===== config.mk =====
export PLATFORM = sky130hd
export DESIGN_NAME = wkc_wake_csr
export DESIGN_NICKNAME = d
export VERILOG_FILES = /design/src/pkg/wkc_pkg.sv /design/src/hw/wkc_wake_csr.sv /design/src/hw/wkc_sticky_flag.sv /design/src/hw/wkc_filter_mem.sv
export VERILOG_INCLUDE_DIRS = /design/src /design/src/pkg
export SDC_FILE = /design/constraint.sdc
export NUM_CORES = 2
export LEC_CHECK = 0
export ABC_AREA = 1
export BUFFER_PORTS_ARGS = -buffer_cell sky130_fd_sc_hd__clkbuf_2
export CORE_MARGIN = 1.5
export CORE_UTILIZATION = 50
export DETAILED_ROUTE_END_ITERATION = 8
export GPL_TIMING_DRIVEN = 0
export HOLD_SLACK_MARGIN = 0.03
export PLACE_DENSITY = 0.67
export SETUP_SLACK_MARGIN = 0.15
export SLEW_MARGIN = 5
export SYNTH_ARGS = -nofsm -noshare
export SYNTH_HDL_FRONTEND = slang
export SYNTH_SLANG_ARGS = --single-unit

===== constraint.sdc =====
create_clock -name CLK -period 5.55 [get_ports CLK]
set_clock_uncertainty 0.15 [all_clocks]
set_input_delay 0.2775 -clock CLK [delete_from_list [all_inputs] [get_ports CLK]]
set_output_delay 0.2775 -clock CLK [all_outputs]
set_load 0.01 [all_outputs]

===== src/pkg/wkc_defines.svh =====
`ifndef WKC_DEFINES_SVH
`define WKC_DEFINES_SVH

// register indices; byte address is four times the index
`define WKC_IDX_FILTER_PORT 6'h0b
`define WKC_IDX_WAKE_CSR 6'h0c
`define WKC_IDX_IRQ_MASK 6'h10

// wake control and status fields
`define WKC_BIT_PTR_RST 31
`define WKC_BIT_GUE 9
`define WKC_BIT_WAIT_SLEEP 8
`define WKC_LSB_SEEN 4
`define WKC_LSB_EN 0

// reset values
`define WKC_RST_ENABLES 4'h0
`define WKC_RST_FLAGS 4'h0
`define WKC_RST_MASK 4'h0

// filter storage
`define WKC_FILTER_DEPTH 40
`define WKC_PTR_LAST 6'h27
`define WKC_PTR_FIRST 6'h00

`endif


===== src/pkg/wkc_pkg.sv =====
package wkc_pkg;
  // event order: [3] own address, [2] filter, [1] magic pattern, [0] broadcast
  typedef logic [3:0] wkc_evt_t;
  typedef logic [5:0] wkc_ptr_t;
  typedef logic [31:0] wkc_word_t;
  typedef enum logic [0:0] {
    BUS_IDLE,
    BUS_ANSWER
  } wkc_bus_state_t;
endpackage : wkc_pkg


===== src/hw/wkc_wake_csr.sv =====
// Summary of operation
// - writing one to bit 31 sends the filter pointer back to entry 0 and the bit always reads back as zero.
// - the filter is 40 words reached through one port whose pointer steps per access and wraps after the last.
// - with bit 9 set a valid global unicast frame counts as a filter wake qualifier.
// - a frame is global unicast when bit 0 of its destination address is zero.
// - the unicast qualifier wakes only while the filter wake enable in bit 2 is also set.
// - with bit 8 set all wake detection waits for the sleep state, with it clear detection runs at once.
// - bit 7 latches a valid frame matching the own station address until software writes one to it.
// - bit 6 latches a valid frame matching the filter until software writes one to it.
// - bit 5 latches a valid magic pattern frame until software writes one to it.
// - bit 4 latches a valid broadcast frame until software writes one to it.
// - bit 3 lets a frame matching the station address wake the device.
// - bit 2 lets a frame matching the programmed filter wake the device.
// - bit 1 lets a magic pattern frame wake the device and only then.
// - bit 0 lets a broadcast frame wake the device and only then.
`timescale 1ns/100ps
`include "wkc_defines.svh"
module wkc_wake_csr
  import wkc_pkg::*;
(
  // clock and reset
  input wire logic CLK,
  input wire logic RSTN,
  // avalon-mm slave
  input wire logic [7:0] ADDRESS,
  input wire logic READ,
  input wire logic WRITE,
  input wire logic [31:0] WRITEDATA,
  input wire logic [3:0] BYTEENABLE,
  output logic [31:0] READDATA,
  output logic WAITREQUEST,
  // receive path frame indications
  input wire logic RX_FRAME_VALID,
  input wire logic RX_DEST_ADDR_BIT0,
  input wire logic RX_BROADCAST,
  input wire logic RX_MAGIC_MATCH,
  input wire logic RX_FILTER_MATCH,
  input wire logic RX_OWN_ADDR_MATCH,
  // power state
  input wire logic SLEEP_STATE,
  // wake and interrupt
  output logic WAKE_REQUEST,
  output logic DETECT_ACTIVE,
  output logic IRQ
);
  wkc_bus_state_t bus_state;
  wkc_bus_state_t next_bus_state;
  logic req;
  logic take;
  logic sel_filter;
  logic sel_csr;
  logic sel_mask;
  logic wr_take;
  logic rd_take;
  logic csr_lane0_wr;
  logic csr_lane1_wr;
  logic csr_lane3_wr;
  logic mask_wr;
  logic filter_wr;
  logic filter_step;

  wkc_ptr_t ptr;
  wkc_ptr_t next_ptr;
  wkc_word_t filter_rd_data;

  wkc_evt_t enables;
  wkc_evt_t flags;
  wkc_evt_t mask;
  wkc_evt_t hit;
  wkc_evt_t flag_clear;
  logic global_unicast_wake_qualifier;
  logic wait_sleep;
  logic ptr_rst;
  logic active;
  logic global_unicast;
  logic filter_hit;
  wkc_word_t csr_view;
  wkc_word_t mask_view;
  wkc_word_t next_readdata;

  // bus decode
  assign req = READ || WRITE;
  assign sel_filter = (ADDRESS == {`WKC_IDX_FILTER_PORT, 2'b00});
  assign sel_csr = (ADDRESS == {`WKC_IDX_WAKE_CSR, 2'b00});
  assign sel_mask = (ADDRESS == {`WKC_IDX_IRQ_MASK, 2'b00});

  // one wait cycle: request seen in idle, answered in the next cycle
  always_comb begin
    next_bus_state = bus_state;
    case (bus_state)
      BUS_IDLE: begin
        if (req) begin
          next_bus_state = BUS_ANSWER;
        end
      end
      BUS_ANSWER: begin
        next_bus_state = BUS_IDLE;
      end
      default: begin
        next_bus_state = BUS_IDLE;
      end
    endcase
  end

  always_ff @(posedge CLK) begin
    if (!RSTN) begin
      bus_state <= BUS_IDLE;
    end else begin
      bus_state <= next_bus_state;
    end
  end

  always_ff @(posedge CLK) begin
    if (!RSTN) begin
      WAITREQUEST <= 1'b1;
    end else begin
      WAITREQUEST <= !(bus_state == BUS_IDLE && req);
    end
  end

  // effects land only on the edge the master sees waitrequest low
  assign take = (bus_state == BUS_ANSWER) && req;
  assign wr_take = take && WRITE;
  assign rd_take = take && READ;

  // per-lane write strobes, all qualified by the answer edge
  assign csr_lane0_wr = wr_take && sel_csr && BYTEENABLE[0];
  assign csr_lane1_wr = wr_take && sel_csr && BYTEENABLE[1];
  assign csr_lane3_wr = wr_take && sel_csr && BYTEENABLE[3];
  assign mask_wr = wr_take && sel_mask && BYTEENABLE[0];
  assign filter_wr = wr_take && sel_filter;
  // any port access steps, whatever its lanes
  assign filter_step = take && sel_filter;

  // pointer reset strobe: bit 31 is never stored, so it reads back zero
  assign ptr_rst = csr_lane3_wr && WRITEDATA[`WKC_BIT_PTR_RST];

  // filter pointer steps on every read or write of the port and wraps
  always_comb begin
    next_ptr = ptr;
    if (ptr_rst) begin
      next_ptr = `WKC_PTR_FIRST;
    end else if (filter_step) begin
      if (ptr == `WKC_PTR_LAST) begin
        next_ptr = `WKC_PTR_FIRST;
      end else begin
        next_ptr = ptr + 6'h01;
      end
    end
  end

  always_ff @(posedge CLK) begin
    if (!RSTN) begin
      ptr <= `WKC_PTR_FIRST;
    end else begin
      ptr <= next_ptr;
    end
  end

  // read address follows next_ptr so the stored word is current one cycle later
  wkc_filter_mem u_filter_mem (
    .clk(CLK),
    .wr_en(filter_wr),
    .wr_be(BYTEENABLE),
    .wr_addr(ptr),
    .wr_data(WRITEDATA),
    .rd_addr(next_ptr),
    .rd_data(filter_rd_data)
  );

  // enable bits, byte lane 0
  always_ff @(posedge CLK) begin
    if (!RSTN) begin
      enables <= `WKC_RST_ENABLES;
    end else if (csr_lane0_wr) begin
      enables <= WRITEDATA[`WKC_LSB_EN +: 4];
    end
  end

  // global unicast qualifier, byte lane 1
  always_ff @(posedge CLK) begin
    if (!RSTN) begin
      global_unicast_wake_qualifier <= 1'b0;
    end else if (csr_lane1_wr) begin
      global_unicast_wake_qualifier <= WRITEDATA[`WKC_BIT_GUE];
    end
  end

  // sleep gate, byte lane 1
  always_ff @(posedge CLK) begin
    if (!RSTN) begin
      wait_sleep <= 1'b0;
    end else if (csr_lane1_wr) begin
      wait_sleep <= WRITEDATA[`WKC_BIT_WAIT_SLEEP];
    end
  end

  // interrupt mask, same layout as the seen flags
  always_ff @(posedge CLK) begin
    if (!RSTN) begin
      mask <= `WKC_RST_MASK;
    end else if (mask_wr) begin
      mask <= WRITEDATA[`WKC_LSB_SEEN +: 4];
    end
  end

  // frame classification
  assign active = !wait_sleep || SLEEP_STATE;
  assign global_unicast = !RX_DEST_ADDR_BIT0;
  assign filter_hit = RX_FILTER_MATCH || (global_unicast_wake_qualifier && global_unicast);

  always_comb begin
    hit = 4'h0;
    if (RX_FRAME_VALID && active) begin
      hit[3] = RX_OWN_ADDR_MATCH;
      hit[2] = filter_hit;
      hit[1] = RX_MAGIC_MATCH;
      hit[0] = RX_BROADCAST;
    end
  end

  // write one to clear, lane 0 carries bits 7..4
  assign flag_clear = csr_lane0_wr ? WRITEDATA[`WKC_LSB_SEEN +: 4] : 4'h0;

  genvar i;
  generate
    for (i = 0; i < 4; i = i + 1) begin : g_flag
      wkc_sticky_flag u_flag (
        .clk(CLK),
        .rstn(RSTN),
        .set(hit[i]),
        .clear(flag_clear[i]),
        .flag(flags[i])
      );
    end
  endgenerate

  // wake needs the matching enable; the unicast qualifier rides on bit 2
  always_ff @(posedge CLK) begin
    if (!RSTN) begin
      WAKE_REQUEST <= 1'b0;
    end else begin
      WAKE_REQUEST <= |(hit & enables);
    end
  end

  always_ff @(posedge CLK) begin
    if (!RSTN) begin
      DETECT_ACTIVE <= 1'b0;
    end else begin
      DETECT_ACTIVE <= active;
    end
  end

  // level interrupt from registered state, one cycle behind the flags
  always_ff @(posedge CLK) begin
    if (!RSTN) begin
      IRQ <= 1'b0;
    end else begin
      IRQ <= |(flags & mask);
    end
  end

  // reserved bits and the strobe bit read as zero
  always_comb begin
    csr_view = 32'h0000_0000;
    csr_view[`WKC_BIT_GUE] = global_unicast_wake_qualifier;
    csr_view[`WKC_BIT_WAIT_SLEEP] = wait_sleep;
    csr_view[`WKC_LSB_SEEN +: 4] = flags;
    csr_view[`WKC_LSB_EN +: 4] = enables;
  end

  // mask image; spare bits read as zero
  always_comb begin
    mask_view = 32'h0000_0000;
    mask_view[`WKC_LSB_SEEN +: 4] = mask;
  end

  always_comb begin
    next_readdata = 32'h0000_0000;
    if (sel_filter) begin
      next_readdata = filter_rd_data;
    end else if (sel_csr) begin
      next_readdata = csr_view;
    end else if (sel_mask) begin
      next_readdata = mask_view;
    end
  end

  // captured while waitrequest is still high, stands during the answer cycle
  always_ff @(posedge CLK) begin
    if (!RSTN) begin
      READDATA <= 32'h0000_0000;
    end else if (bus_state == BUS_IDLE && READ) begin
      READDATA <= next_readdata;
    end else if (rd_take) begin
      READDATA <= READDATA;
    end
  end
endmodule : wkc_wake_csr


===== src/hw/wkc_sticky_flag.sv =====
`timescale 1ns/100ps
module wkc_sticky_flag (
  // clock and reset
  input wire logic clk,
  input wire logic rstn,
  // control
  input wire logic set,
  input wire logic clear,
  // state
  output logic flag
);
  always_ff @(posedge clk) begin
    if (!rstn) begin
      flag <= 1'b0;
    end else if (set) begin
      flag <= 1'b1;
    end else if (clear) begin
      flag <= 1'b0;
    end
  end
endmodule : wkc_sticky_flag


===== src/hw/wkc_filter_mem.sv =====
`timescale 1ns/100ps
`include "wkc_defines.svh"
module wkc_filter_mem
  import wkc_pkg::*;
(
  // clock
  input wire logic clk,
  // write side
  input wire logic wr_en,
  input wire logic [3:0] wr_be,
  input wire wkc_ptr_t wr_addr,
  input wire wkc_word_t wr_data,
  // read side, data registered
  input wire wkc_ptr_t rd_addr,
  output wkc_word_t rd_data
);
  // no reset on the array; contents are undefined until software loads them
  // one array per byte lane so no array has two writing processes
  genvar lane;
  generate
    for (lane = 0; lane < 4; lane = lane + 1) begin : g_lane
      logic [7:0] mem [0:`WKC_FILTER_DEPTH-1];
      always_ff @(posedge clk) begin
        if (wr_en && wr_be[lane]) begin
          mem[wr_addr] <= wr_data[lane*8 +: 8];
        end
        rd_data[lane*8 +: 8] <= mem[rd_addr];
      end
    end
  endgenerate
endmodule : wkc_filter_mem


==> flow_summary.json <==
{
  "status": "finished, final reports clean",
  "cts_buffers": 140,
  "cts_root_buffer": "clkbuf_16",
  "antenna_found_initial": 5,
  "ant_nets": 0,
  "hold_depth": 8,
  "setup_violations": 0,
  "switchingPower_uw": 4270,
  "insertion_delay_ns": 0.78,
  "dr.pass1.iters": 6,
  "seq_area_frac_synth_pct": 68.4,
  "drc": 0,
  "p_seq_share_pct": 54.2,
  "clk_pin_slew_ns": 0.06,
  "track_usage_pct": 28.9,
  "fin_crit_sh_pct": 76.3,
  "vias": 41730,
  "avgSynthCellArea_um2": 10.9,
  "nFillCells": 9552,
  "fp.dieArea_um2": 120000,
  "synth_top_area_share_pct": 65.4,
  "synthToLayoutAreaGrowth_pct": 12.0,
  "clock_sinks": 1369,
  "timing.fmax_mhz": 236,
  "cts_resized": 0,
  "cts_tree": "done",
  "synth_area_leaders": "edfxtp_1 (65%), nand3_1 (9.9%), nand2_1 (5.6%), inv_1 (5.2%), dfxtp_1 (3.0%)",
  "cp.required_ns": 6.05,
  "crit_top_cell": "nand3_2",
  "hold_path.startpoint": "ADDRESS[0]",
  "drv_slew": 0,
  "wl_per_cell_um": 23.9,
  "synth-seq-cells": 1369,
  "p_clk_share_pct": 44.3,
  "ctsHoldBuffers": 28,
  "grt_pass1_vias": 38983,
  "synth_async_sr_flop_share_pct": 0,
  "synth_flop_cell": "edfxtp_1",
  "cts_buffer_depth": 3,
  "hold_end": "READDATA[1]",
  "synth_edf_count": 1280,
  "dpl.hpwl_um": 125000,
  "cp_max_fo": 10,
  "critical_path_class": "reg -> reg",
  "finalSetupTns_ns": 0,
  "coreArea_um2": 116000,
  "cp-start-kind": "flip-flop",
  "grt_overflow": 0,
  "slowest_stage": "nor3_2",
  "r2r_start": "bus_state",
  "totalWireLength_um": 174000,
  "post-cts-setup-buffers": 0,
  "fp.dieH_um": 346,
  "switching_share_pct": 20.5,
  "place_congestion": 0.967,
  "start_util_pct": 50.5,
  "antennaDiodeCount": 0,
  "synth_cells": 5401,
  "io_pins": 91,
  "netlist-cell-type-count": 35,
  "synth_largest_area_cell": "edfxtp_1",
  "final_cells": 7298,
  "final_hold_viol_count": 0,
  "pre_cts_ws_ns": 1.46,
  "timing.slew.headroom_pct": 5.67,
  "rsz0062_at_grt": "false",
  "crit_path_end_kind": "flip-flop",
  "p_leak_uw": 0.0258,
  "place_inst": 7015,
  "viasPerCell": 5.72,
  "synth_area_um2": 58800,
  "cap_violations": 0,
  "finalWorstSetupSlack_ns": 1.31,
  "worstPathCellList": "inv_2 > nor3_2 > nand3_2 > nand3_2 > buf_2 > clkbuf_1 > o21ai_0 > o221ai_1 > nand3_1 > nand2_1",
  "max-vdd-ir-drop_mv": 0.329,
  "hp-class": "in -> reg",
  "die_w_um": 346,
  "timing.rr.end": "u_filter_mem.rd_data[31]",
  "tightest_slew_ns": 1.40,
  "grt_pass1_wl_um": 254000,
  "finalCriticalPeriod_ns": 4.24,
  "final_common_cell": "edfxtp_1",
  "cts_htree_levels": 4,
  "p_int_uw": 16600,
  "power_frac_comb_pct": 1.5,
  "layout_common_cells": "edfxtp_1 (1280), nand3_1 (1160), nand2_1 (873)",
  "yosys_warnings": 0,
  "max_stage_delay_ns": 0.68,
  "io_buffers": 90,
  "r2r_cells": 10,
  "r2r_slack_ns": 1.31,
  "power.density_nw_per_um2": 317,
  "final_nets": 5717,
  "std_cell_rows": 125,
  "cp.arrival_ns": 4.73,
  "synth_fp_nets": 5457,
  "drt_iter0_markers": 5983,
  "drive_gt1_share_pct": 9.87,
  "grt_max_degree": 43
}
[layer usage]
layer	part of all wire [%]	vias up	GRT usage, %	wire length [µm]
li1	-	18900	-	-
met1	42	20200	41.8	73000
met2	44	2281	42.9	76100
met3	9.9	349	4.89	17200
met4	4.6	0	13.0	7990
met5	0	-	0	0
[through the flow]
step,instance area (µm²),power (µW),utilization [%],hold slack [ns]
3_3_place_gp,61100,11800,52.5,0.282
6_report,65800,20900,56.6,0.0726
4_1_cts,65800,20900,56.6,0.0450
5_1_grt,65800,21300,56.6,0.122
2_1_floorplan,58800,11600,-,0.226
3_5_place_dp,61100,11800,52.5,0.287
[sequential cells by signal, summed over array words and instances (netlist names)]
name / flops
u_filter_mem.g_lane.mem: 1280
READDATA: 32
u_filter_mem.rd_data: 32
ptr: 6
enables: 4
g_flag.u_flag.flag: 4
mask: 4
DETECT_ACTIVE: 1
IRQ: 1
WAITREQUEST: 1
WAKE_REQUEST: 1
bus_state: 1
global_unicast_wake_qualifier: 1
wait_sleep: 1
[worst max-delay path by stage]
stage,end,startpoint,slack [ns],cells after the start
6_report,u_filter_mem.rd_data[31],bus_state,1.31,10
5_1_grt,u_filter_mem.rd_data[31],bus_state,1.48,10
4_1_cts,u_filter_mem.rd_data[31],bus_state,1.60,12
3_5_place_dp,u_filter_mem.rd_data[31],WRITEDATA[31],1.46,14
3_3_place_gp,u_filter_mem.rd_data[31],WRITEDATA[31],1.53,14
2_1_floorplan,u_filter_mem.g_lane[0].mem[38][0],ADDRESS[7],3.37,8
[final cells by class]
class	count	area [µm²]	area share, %
sequential	1369	40200	61.1
multi-input combinational	2865	13700	20.8
clock buffer	180	3720	5.66
inverter	826	3100	4.71
tap	1524	1910	2.90
buffer	341	1750	2.66
timing repair buffer	118	731	1.11
clock inverter	75	716	1.09
[worst max-delay path: cells and delay by family, from the launching register on]
kind	cells	cell delay, ns
buf+inv	3	1.27
simple gates	5	1.76
compound gates	2	0.50
flops	1	0.38
[cells in the mapped netlist, types with 14 or more instances]
library cell / number
nand3b_1: 193
nand2_1: 873
dfxtp_1: 89
o21ai_0: 167
buf_4: 24
nand3_1: 1160
edfxtp_1: 1280
inv_1: 815
a21oi_1: 33
buf_2: 221
o221ai_1: 70
buf_6: 14
clkbuf_1: 71
nor2_1: 324
[power groups by stage]
stage | Sequential, µW | Clock, µW | Combinational [µW]
6_report | 11300 | 9240 | 315
5_1_grt | 11300 | 9650 | 338
3_3_place_gp | 11500 | 0 | 292
3_5_place_dp | 11500 | 0 | 299
4_1_cts | 11300 | 9270 | 312
2_1_floorplan | 11500 | 0 | 60.2
[cell families after synthesis]
family,Yosys count,share of synthesized area [%]
xor gates and xnor gates,2,0.0298
AOI/OAI and AO/OA,288,2.95
buffers and inverters,1167,8.26
and+or+nand+nor,2574,20.3
DFF,1369,68.4
adders and majority gates,1,0.0213
Note: power is estimated with default switching activity, not from simulation.
